File: config.mk
export PLATFORM = sky130hd
export DESIGN_NAME = fatc_top
export DESIGN_NICKNAME = d
export VERILOG_FILES = /design/src/rtl/fatc_pkg.sv /design/src/rtl/fatc_top.sv /design/src/rtl/fatc_field_decode.sv
export VERILOG_INCLUDE_DIRS = /design/src /design/src/rtl
export SDC_FILE = /design/constraint.sdc
export NUM_CORES = 1
export LEC_CHECK = 0
export BUFFER_PORTS_ARGS = -buffer_cell sky130_fd_sc_hd__buf_4
export CAP_MARGIN = 20
export CORE_AREA = 2 2 128 130
export DETAILED_ROUTE_END_ITERATION = 8
export DIE_AREA = 0 0 130 132
export SYNTH_ARGS = -nofsm -noshare
export SYNTH_HDL_FRONTEND = slang
export SYNTH_SLANG_ARGS = --single-unit
File: constraint.sdc
create_clock -name clk_sys -period 3 [get_ports clk_sys]
set_input_delay 0.75 -clock clk_sys [delete_from_list [all_inputs] [get_ports clk_sys]]
set_output_delay 0.75 -clock clk_sys [all_outputs]
set_load 0.02 [all_outputs]
File: src/rtl/fatc_params.svh
// Offsets, field positions, encodings and reset values for feature access control
`ifndef FATC_PARAMS_SVH
`define FATC_PARAMS_SVH
`define FATC_TRACE_BIT 28
`define FATC_MATRIX_HI 25
`define FATC_MATRIX_LO 24
`define FATC_FLOAT_HI 21
`define FATC_FLOAT_LO 20
`define FATC_VECTOR_HI 17
`define FATC_VECTOR_LO 16
`define FATC_WR_MASK 64'h0000_0000_1333_0000
`define FATC_WR_MASK_NOTRACE 64'h0000_0000_0333_0000
`define FATC_RESET_VAL 64'h0000_0000_0000_0000
`define FATC_NV_MEM_OFFSET 12'h100
`define FATC_EC_SYSREG 6'h18
`define FATC_EC_TRACE_MR 6'h05
`define FATC_EC_TRACE_MRR 6'h0c
`define FATC_EC_MATRIX 6'h1d
`define FATC_EC_FLOAT 6'h07
`define FATC_EC_FLOAT_EL2 6'h00
`define FATC_EC_VECTOR 6'h19
`define FATC_SYNDROME_ZERO 25'h0000000
`define FATC_FIELD_OPEN 2'h3
`define FATC_FIELD_EL0_ONLY 2'h1
`endif

File: src/rtl/fatc_pkg.sv
// Types shared by the feature access control block
package fatc_pkg;
  // Kind of instruction being checked
  typedef struct packed {
    logic trace_sysreg;
    logic trace_mem_mapped;
    logic trace_pair;
    logic state_32;
    logic matrix_insn;
    logic stream_vec_insn;
    logic vec_insn;
    logic stream_ctl_acc;
    logic stream_ctl_imm;
    logic matrix_ctl_acc;
    logic vector_ctl_acc;
    logic float_reg_acc;
    logic float_id_acc;
  } fatc_insn_t;

  // Execution context
  typedef struct packed {
    logic [1:0] level;
    logic el2_present;
    logic el2_enabled;
    logic el3_present;
    logic host_at_el2;
    logic trap_general_exc;
    logic el2_access_ctl_reg_trap;
    logic el3_access_ctl_reg_trap;
    logic el3_sdd_priority;
    logic [2:0] nested_virt;
    logic halted;
    logic debug_secure_disable;
    logic trace_sysreg_impl;
    logic trace_el0_forbidden;
  } fatc_ctx_t;

  // Outcome of a check
  typedef struct packed {
    logic valid;
    logic undef;
    logic trap;
    logic [1:0] target;
    logic [5:0] ec;
    logic [24:0] syndrome;
    logic suppress;
    logic redirect_nv;
    logic redirect_el2;
    logic [11:0] nv_offset;
  } fatc_result_t;

  typedef enum logic [2:0] {
    FATC_IDLE = 3'b001,
    FATC_HOLD = 3'b010,
    FATC_DONE = 3'b100
  } fatc_state_t;
endpackage : fatc_pkg

File: src/rtl/fatc_top.sv
// Feature access control register and trap decision logic
//
// Notes on behaviour
// - With level 2 hosting and general trapping, level 2 controls replace these fields.
// - Trace bit set traps all level 0/1 trace register accesses.
// - Trace traps report class 0x18, 0x05 single, 0x0C paired.
// - Trapped trace accesses have no side effects before exception.
// - Forbidden level 0 trace access is undefined, above trace trap.
// - Memory-mapped trace accesses are never trapped here.
// - Without trace system registers the trace bit reads zero.
// - Matrix field gates matrix, streaming vector and control register accesses.
// - Immediate streaming-mode writes trap alongside streaming control accesses.
// - Matrix traps report class 0x1D with zero syndrome detail.
// - Two-bit fields: 00/10 trap both, 01 level 0, 11 none.
// - Matrix trap beats floating-point trap.
// - Matrix field never affects streaming register validity.
// - Float field traps float registers; class 0x07, or 0x00 to level 2.
// - Float field also traps matrix and vector instructions, class 0x07.
// - Vector trap beats floating-point trap.
// - Level 0 float identification accesses undefined, above float trap.
// - Vector field traps non-streaming vector and vector control, class 0x19.
// - Level 0 register access undefined; level 1 traps to level 2 if enabled.
// - Nested virtualisation all set redirects level 1 access to offset 0x100.
// - Level 2 with hosting redirects this encoding to level 2 trap register.
// - Level 3 trap bit traps level 1/2 access; halted with disable is undefined.
module fatc_top (
  input wire logic clk_sys,
  input wire logic rst,
  input wire logic chk_req,
  input wire fatc_pkg::fatc_insn_t chk_insn,
  input wire fatc_pkg::fatc_ctx_t chk_ctx,
  input wire logic reg_rd,
  input wire logic reg_wr,
  input wire logic [63:0] reg_wdata,
  input wire logic [63:0] el2_feature_trap,
  output logic [63:0] reg_rdata,
  output fatc_pkg::fatc_result_t chk_result,
  output fatc_pkg::fatc_result_t reg_result,
  output logic side_effect_en
);
  import fatc_pkg::*;
  `include "fatc_params.svh"

  // ----------------------------------------------------------------
  // Register storage
  // ----------------------------------------------------------------
  logic [63:0] fac_q;
  logic [63:0] ctl_eff;
  logic [63:0] wr_mask;
  logic acc_ok;
  logic [1:0] acc_target;
  logic acc_undef;
  logic acc_trap;
  logic acc_nv;
  logic acc_el2;

  // Trace bit does not exist when trace system registers are absent
  assign wr_mask = chk_ctx.trace_sysreg_impl ? `FATC_WR_MASK : `FATC_WR_MASK_NOTRACE;

  // Writes land only when no trap, undefined or redirect applies; reserved bits dropped
  always_ff @(posedge clk_sys or posedge rst) begin
    if (rst) begin
      fac_q <= `FATC_RESET_VAL;
    end else if (reg_wr && acc_ok) begin
      fac_q <= reg_wdata & wr_mask;
    end
  end

  // Level 2 hosting with general trapping swaps in the level 2 controls
  always_comb begin
    if (chk_ctx.el2_present && chk_ctx.el2_enabled && chk_ctx.host_at_el2 &&
        chk_ctx.trap_general_exc) begin
      ctl_eff = el2_feature_trap;
    end else begin
      ctl_eff = fac_q & wr_mask;
    end
  end

  // ----------------------------------------------------------------
  // Register access checks
  // ----------------------------------------------------------------
  // Priority follows the system register access order for each level
  always_comb begin
    acc_undef = 1'b0;
    acc_trap = 1'b0;
    acc_target = 2'd0;
    acc_nv = 1'b0;
    acc_el2 = 1'b0;
    case (chk_ctx.level)
      2'd0: begin
        acc_undef = 1'b1;
      end
      2'd1: begin
        if (chk_ctx.halted && chk_ctx.el3_present && chk_ctx.debug_secure_disable &&
            chk_ctx.el3_sdd_priority && chk_ctx.el3_access_ctl_reg_trap) begin
          acc_undef = 1'b1;
        end else if (chk_ctx.el2_enabled && chk_ctx.el2_access_ctl_reg_trap) begin
          acc_trap = 1'b1;
          acc_target = 2'd2;
        end else if (chk_ctx.el3_present && chk_ctx.el3_access_ctl_reg_trap) begin
          if (chk_ctx.halted && chk_ctx.debug_secure_disable) begin
            acc_undef = 1'b1;
          end else begin
            acc_trap = 1'b1;
            acc_target = 2'd3;
          end
        end else if (chk_ctx.el2_enabled && chk_ctx.nested_virt == 3'b111) begin
          acc_nv = 1'b1;
        end
      end
      2'd2: begin
        if (chk_ctx.halted && chk_ctx.el3_present && chk_ctx.debug_secure_disable &&
            chk_ctx.el3_sdd_priority && chk_ctx.el3_access_ctl_reg_trap) begin
          acc_undef = 1'b1;
        end else if (chk_ctx.el3_present && chk_ctx.el3_access_ctl_reg_trap) begin
          if (chk_ctx.halted && chk_ctx.debug_secure_disable) begin
            acc_undef = 1'b1;
          end else begin
            acc_trap = 1'b1;
            acc_target = 2'd3;
          end
        end else if (chk_ctx.host_at_el2) begin
          acc_el2 = 1'b1;
        end
      end
      default: begin
        acc_undef = 1'b0;
      end
    endcase
  end

  assign acc_ok = !acc_undef && !acc_trap && !acc_nv && !acc_el2;

  // Register access answer, one cycle after the strobe
  always_ff @(posedge clk_sys or posedge rst) begin
    if (rst) begin
      reg_result <= '0;
      reg_rdata <= 64'h0;
    end else begin
      reg_result.valid <= reg_rd || reg_wr;
      reg_result.undef <= acc_undef;
      reg_result.trap <= acc_trap;
      reg_result.target <= acc_target;
      reg_result.ec <= acc_trap ? `FATC_EC_SYSREG : 6'h00;
      reg_result.syndrome <= `FATC_SYNDROME_ZERO;
      reg_result.suppress <= acc_undef || acc_trap;
      reg_result.redirect_nv <= acc_nv;
      reg_result.redirect_el2 <= acc_el2;
      reg_result.nv_offset <= acc_nv ? `FATC_NV_MEM_OFFSET : 12'h000;
      if (reg_rd && acc_el2) begin
        reg_rdata <= el2_feature_trap;
      end else if (reg_rd && acc_ok) begin
        reg_rdata <= fac_q & wr_mask;
      end else begin
        reg_rdata <= 64'h0;
      end
    end
  end

  // ----------------------------------------------------------------
  // Instruction trap checks
  // ----------------------------------------------------------------
  logic low_level;
  logic mat_field_trap;
  logic flt_field_trap;
  logic vec_field_trap;
  logic trace_hit;
  logic mat_hit;
  logic flt_hit;
  logic vec_hit;
  logic flt_undef;
  logic trace_undef;
  logic [1:0] trap_target;
  fatc_result_t res_d;

  assign low_level = (chk_ctx.level <= 2'd1);

  // Matrix field decode; the field is never fed to register validity logic
  fatc_field_decode u_mat_dec (
    .field(ctl_eff[`FATC_MATRIX_HI:`FATC_MATRIX_LO]),
    .level(chk_ctx.level),
    .trap(mat_field_trap)
  );

  fatc_field_decode u_flt_dec (
    .field(ctl_eff[`FATC_FLOAT_HI:`FATC_FLOAT_LO]),
    .level(chk_ctx.level),
    .trap(flt_field_trap)
  );

  fatc_field_decode u_vec_dec (
    .field(ctl_eff[`FATC_VECTOR_HI:`FATC_VECTOR_LO]),
    .level(chk_ctx.level),
    .trap(vec_field_trap)
  );

  // Trap goes to level 2 under general trapping, otherwise level 1
  assign trap_target = (chk_ctx.el2_enabled && chk_ctx.trap_general_exc) ? 2'd2 : 2'd1;

  // Memory-mapped trace path bypasses the trace trap entirely
  assign trace_hit = chk_insn.trace_sysreg && !chk_insn.trace_mem_mapped && low_level &&
                     chk_ctx.trace_sysreg_impl && ctl_eff[`FATC_TRACE_BIT];
  assign trace_undef = chk_insn.trace_sysreg && !chk_insn.trace_mem_mapped &&
                       chk_ctx.level == 2'd0 && chk_ctx.trace_el0_forbidden;
  assign mat_hit = mat_field_trap && (chk_insn.matrix_insn || chk_insn.stream_vec_insn ||
                   chk_insn.stream_ctl_acc || chk_insn.stream_ctl_imm ||
                   chk_insn.matrix_ctl_acc);
  assign vec_hit = vec_field_trap && ((chk_insn.vec_insn && !chk_insn.stream_vec_insn) ||
                   chk_insn.vector_ctl_acc);
  assign flt_hit = flt_field_trap && (chk_insn.float_reg_acc || chk_insn.matrix_insn ||
                   chk_insn.vec_insn || chk_insn.stream_vec_insn);
  assign flt_undef = chk_insn.float_id_acc && chk_ctx.level == 2'd0;

  // Priority: undefined cases, then trace, matrix, vector, float
  always_comb begin
    res_d = '0;
    res_d.valid = chk_req;
    res_d.syndrome = `FATC_SYNDROME_ZERO;
    res_d.target = trap_target;
    if (trace_undef || flt_undef) begin
      res_d.undef = 1'b1;
      res_d.target = 2'd0;
    end else if (trace_hit) begin
      res_d.trap = 1'b1;
      if (!chk_insn.state_32) begin
        res_d.ec = `FATC_EC_SYSREG;
      end else if (chk_insn.trace_pair) begin
        res_d.ec = `FATC_EC_TRACE_MRR;
      end else begin
        res_d.ec = `FATC_EC_TRACE_MR;
      end
    end else if (mat_hit) begin
      res_d.trap = 1'b1;
      res_d.ec = `FATC_EC_MATRIX;
    end else if (vec_hit) begin
      res_d.trap = 1'b1;
      res_d.ec = `FATC_EC_VECTOR;
    end else if (flt_hit) begin
      res_d.trap = 1'b1;
      if (chk_insn.float_reg_acc && trap_target == 2'd2) begin
        res_d.ec = `FATC_EC_FLOAT_EL2;
      end else begin
        res_d.ec = `FATC_EC_FLOAT;
      end
    end else begin
      res_d.target = 2'd0;
    end
    res_d.suppress = res_d.trap || res_d.undef;
  end

  // Result register
  always_ff @(posedge clk_sys or posedge rst) begin
    if (rst) begin
      chk_result <= '0;
    end else begin
      chk_result <= res_d;
    end
  end

  // Side effects allowed only for a clean check, so trapped accesses leave no trace
  always_ff @(posedge clk_sys or posedge rst) begin
    if (rst) begin
      side_effect_en <= 1'b0;
    end else begin
      side_effect_en <= chk_req && !res_d.trap && !res_d.undef;
    end
  end
endmodule : fatc_top

File: src/rtl/fatc_field_decode.sv
// Decode of one two-bit enable field into a trap decision
module fatc_field_decode (
  input wire logic [1:0] field,
  input wire logic [1:0] level,
  output logic trap
);
  `include "fatc_params.svh"
  // Open field traps nothing, level-0-only traps level 0, others trap 0 and 1
  always_comb begin
    if (field == `FATC_FIELD_OPEN) begin
      trap = 1'b0;
    end else if (field == `FATC_FIELD_EL0_ONLY) begin
      trap = (level == 2'd0);
    end else begin
      trap = (level <= 2'd1);
    end
  end
endmodule : fatc_field_decode

* Yosys cells after proc, flatten, opt, wreduce, memory -nomap -nowiden *
Cells that the tools add are included.

operators by class
  bitwise gates (word level) = 2
  reductions and logical operators = 53
  equal/unequal tests = 10
  magnitude comparators = 1
  muxes and demuxes = 59

operators with widths
  operator            count
  $and 64x29->64      2
  $mux 64             2
  $mux 29             2
  $logic_and 1x1->1   32
  $mux 1              31
  $mux 6              5
  $mux 2              11
  $logic_or 1x1->1    12
  $eq 2x2->1 const B  5
  $mux 5              2
  $mux 9              1
  $eq 2x1->1 const B  4
  $logic_not 1->1     8
  $mux 4              1
  $pmux 2 s2          1
  $eq 3x3->1 const B  1
  $mux 3              1
  $pmux 1 s3          1
  $le 2x1->1 const B  1
  $logic_not 2->1     1
  $pmux 1 s2          1

storage, ports and cells
  register bits = 163
  bits of input ports = 163
  output and inout bits = 167

* Depth between registers and ports, before layout *
  word-level depth = 16
  depth in mapped cells = 8
  mapped depth without buffers = 7

* Hierarchy *
A second synthesis with hierarchy kept.

second synthesis, totals
  cell total of the unflattened synthesis = 340
  area total of the unflattened synthesis = 3987.6 um^2

modules (own cells, without submodules)
  module             instances  area each (um^2)  seq. area each (um^2)  cells each
  fatc_top           1          3953.8            2252.2                 334
  fatc_field_decode  3          11.3              0.0                    2

* Least setup slack after synthesis *
OpenSTA, ideal clock, no wires.

  path kind = input to register
  start point = input chk_ctx[15] (netlist name)
  end point = register fac_q[16]
  slack = 655 ps
  arrival = 2220 ps
  cell stages on the path = 7
  library setup time = 125 ps
  required time = 2875 ps
  buffers on the path = 0
  path through = inv_1 ha_1 nor4bb_4 o41ai_4 nor3b_4 nand3_4 mux2_4

on the way
  cells in the longest elaborated chain, start to end = 7

ends and longest elaborated chain
  what                                RTL line         RTL
  from (decl)                         fatc_top.sv:31   input wire fatc_pkg::fatc_ctx_t chk_ctx,
  $eq 2x2->1 (tied with other cells)  fatc_top.sv:89   case (chk_ctx.level)
  $pmux 1 s3 *                        fatc_top.sv:89
  via acc_undef                       fatc_top.sv:52   logic acc_undef;
  $logic_not 1->1 *                   fatc_top.sv:132  assign acc_ok = !acc_undef && !acc_trap && !acc_nv && !acc_el2;
  $logic_and 1x1->1 * (3 in a row)    fatc_top.sv:132
  $logic_and 1x1->1 *                 fatc_top.sv:64   end else if (reg_wr && acc_ok) begin
  to (signal assigned)                fatc_top.sv:63   fac_q <= `FATC_RESET_VAL;
  to (signal assigned)                fatc_top.sv:65   fac_q <= reg_wdata & wr_mask;
  to (decl)                           fatc_top.sv:47   logic [63:0] fac_q;

Mark *: on every way through the listed nets, which the timed path passes. The rest lies on a longest branch.
A chain may end at the register's enable or synchronous reset.

* Worst setup path after layout *
  start point = input chk_ctx[15] (netlist name)
  end point = register reg_rdata[28]

on the way
  cells in the longest elaborated chain, start to end = 9

ends and longest elaborated chain
  what                                RTL line         RTL
  $eq 2x2->1 (tied with other cells)  fatc_top.sv:89
  $pmux 1 s3 *                        fatc_top.sv:89
  via acc_undef                       fatc_top.sv:52
  $logic_not 1->1 *                   fatc_top.sv:132
  $logic_and 1x1->1 * (3 in a row)    fatc_top.sv:132
  $logic_and 1x1->1 *                 fatc_top.sv:152  end else if (reg_rd && acc_ok) begin
  $mux 64 *                           fatc_top.sv:152
  $mux 64 *                           fatc_top.sv:150  if (reg_rd && acc_el2) begin
  to (signal assigned)                fatc_top.sv:151  reg_rdata <= el2_feature_trap;
  to (signal assigned)                fatc_top.sv:153  reg_rdata <= fac_q & wr_mask;
  to (decl)                           fatc_top.sv:36   output logic [63:0] reg_rdata,

Marked as above.

==> run summary <==
Smallest hold slack = 521 ps
Util after Layout = 0.372
Design Power = 3.23 mW
Htree depth = 3
Status = finished, final reports clean
Row count = 46
Routed Antenna Nets = 0
R2R depth = 5
Power density over the cells = 552 nW/um2
Top cell type's share of synthesized area = 0.541
CP Class = in -> reg
Vias in the first global route = 2953
Post-synth EDFFs = 0
Worst Clk Skew = 4.34 ps
CP arrival = 2590 ps
Core Area = 15700 um2
Worst-path clk slew = 70 ps
Post-Syn Area = 4160 um2
Worst-Skew Late Latency = 340 ps
Global Route Usage Sum = 0.124
RSZ-0062 raised after global routing = false
Ys async rst share = 1.00
Total CTS buffers = 9
Finished Cell Area = 5850 um2
Routed WL = 11.3 mm
Top_reg_cell synth = dfrtp_1
DRC viols = 0
Initial core utilization = 0.265
Most frequent cell after synthesis = dfrtp_1
Critical path origin = chk_ctx[15]
Initial antenna violation count = 0
Total grt overflow = 0
Ports = 330
Max Clk Rate = 0.432 GHz
Clock sinks = 90
R2R Path End = chk_result[42]
Fill count = 1565
Die height = 132 um
Min-delay worst type = in -> reg
Unique masters post-synth = 45
Leak = 3.31 nW
Placement Cell Area = 5500 um2
Top cell type by total area after synthesis = dfrtp_1
Share of layout cells above drive strength 1 = 0.432
CTS tree = yes
Mean post-synth cell area = 12.0 um2
Maximum fanout along the worst path = 7
Slew margin rel. = 0.580
Die area = 17200 um2
Drt initial violations = 103
Hold_buf cts = 0
R2r startpoint = fac_q[21]
Syn. warnings = 0
Post-CTS Setup Inserts = 0
Post-synthesis sequential area ratio = 0.541
Routed length per instance = 15.0 um
Die Wd = 130 um
Endpoints failing hold = 0
Crit path required time = 3280 ps
Max incr delay on CP = 410 ps
First-pass GRT wire length = 16.2 mm
Vias = 3047
Root Buffer = clkbuf_16
MaxCap Viol Count = 0
Actual slew at the worst max-slew pin = 627 ps
Final slew viol count = 0
Final GP Congestion = 0.711
Startpoint type of the worst setup path = input port
Ant. Diodes = 0
Most frequent cells after synthesis = dfrtp_1, buf_4, and3_1, clkbuf_1
Post-route clock period utilization = 0.772
Via-to-Cell Ratio = 4.05
Post-Synthesis Cells = 348
P&R area growth vs syn = 40.6%
Pin count of the biggest net entering global routing = 91
Final setup viols = 0
Synth Register Bits = 90
Clk buf depth = 2
Gates resized, CTS repair = 0
IO buf count = 192
Minimum clock period = 2310 ps
Cell Chain, Critical Path = buf_4 > inv_1 > ha_1 > nor4bb_4 > o41ai_4 > nor3b_4 > and3_1 > a32o_1
Critical path endpoint = reg_rdata[28]
Total negative setup slack = 0 ps
First-pass iteration count of the detailed router = 4
Setup crit end kind = flop
Slowest cell on crit path = and3_1
Final HPWL DP = 8.55 mm
Max IR drop VDD = 0.000265 V
R2R setup slack = 1330 ps
Synth area leaders = dfrtp_1, buf_4, and3_1
# nets final = 699
==> placed cells by master, fill, tap and decap left out, drive strengths merged, types with 4 or more instances in the layout <==
cell type  instances
buf              194
conb              80
nand2b             8
nor2               5
nor2b              4
mux2i              5
nor3               5
a22o               7
inv                7
and3              59
ha                 4
o21ai              4
dfrtp             90
clkbuf             9
mux2               7
nand2              8
a211oi             4
==> state kept, by name (all words and copies together), names as in the netlist <==
signal	count
chk_result	11
fac_q	7
reg_rdata	64
reg_result	7
side_effect_en	1
==> worst min-delay path by stage <==
| stage | depth (start not counted) | slack (ps) | end | startpoint |
|---|---|---|---|---|
| after detailed placement | 1 | 530 | fac_q[21] | fac_q[21] |
| after global placement | 1 | 520 | reg_rdata[17] | fac_q[17] |
| after global routing | 1 | 510 | chk_result[50] | chk_req |
| final | 1 | 520 | chk_result[50] | chk_req |
| after floorplan | 1 | 480 | reg_rdata[21] | fac_q[21] |
| after CTS | 1 | 510 | chk_result[50] | chk_req |
==> metrics by stage <==
step,worst slack (ps),cells
after floorplan,655,427
after global routing,574,753
after global placement,385,737
after detailed placement,314,737
final,685,753
after CTS,678,753
==> cell families (layout without fill, tap and decap cells) <==
| kind of cell | after synthesis | in the layout | share of synthesized area |
|---|---|---|---|
| AO/OA/AOI/OAI | 30 | 30 | 0.0649 |
| adder cells (fa/ha/maj) | 4 | 4 | 0.0120 |
| buffers and inverters | 105 | 215 | 0.174 |
| flip-flops | 90 | 90 | 0.541 |
| multiplexers | 12 | 12 | 0.0382 |
| other | 1 | 80 | 0.000901 |
| AND/OR/NAND/NOR | 106 | 106 | 0.169 |
==> layer usage <==
| layer | vias up | track usage | wire length [um] |
|---|---|---|---|
| met2 | 205 | 0.213 | 5480 |
| met1 | 1440 | 0.147 | 4450 |
| li1 | 1388 | - | - |
| met4 | 0 | 0.0538 | 270 |
| met5 | - | 0 | 0 |
| met3 | 14 | 0.0268 | 1090 |
==> critical path, delay by kind of cell <==
| family | cells | cell delay [ps] |
|---|---|---|
| AND/OR/NAND/NOR | 3 | 1070 |
| AO/OA/AOI/OAI | 2 | 360 |
| buffers and inverters | 2 | 140 |
| adder cells (fa/ha/maj) | 1 | 270 |
==> layout make-up <==
class	count	area, um2	area share
clock buffers	9	225	0.0385
flip-flops and latches	90	2250	0.385
inverters	5	22.5	0.00385
clock inverters	7	121	0.0207
well taps	216	270	0.0462
repair buffers	194	1470	0.251
multi-input cells	232	1490	0.255
==> where the power goes <==
part / internal [mW] / leakage [nW] / total (mW) / switching, mW
Clock: 0.822 / 0.171 / 1.32 / 0.497
Combinational: 0.253 / 1.94 / 0.596 / 0.342
Sequential: 1.28 / 1.20 / 1.31 / 0.0329
Total: 2.36 / 3.31 / 3.23 / 0.873
No activity file was read; power rests on OpenSTA's default activity.
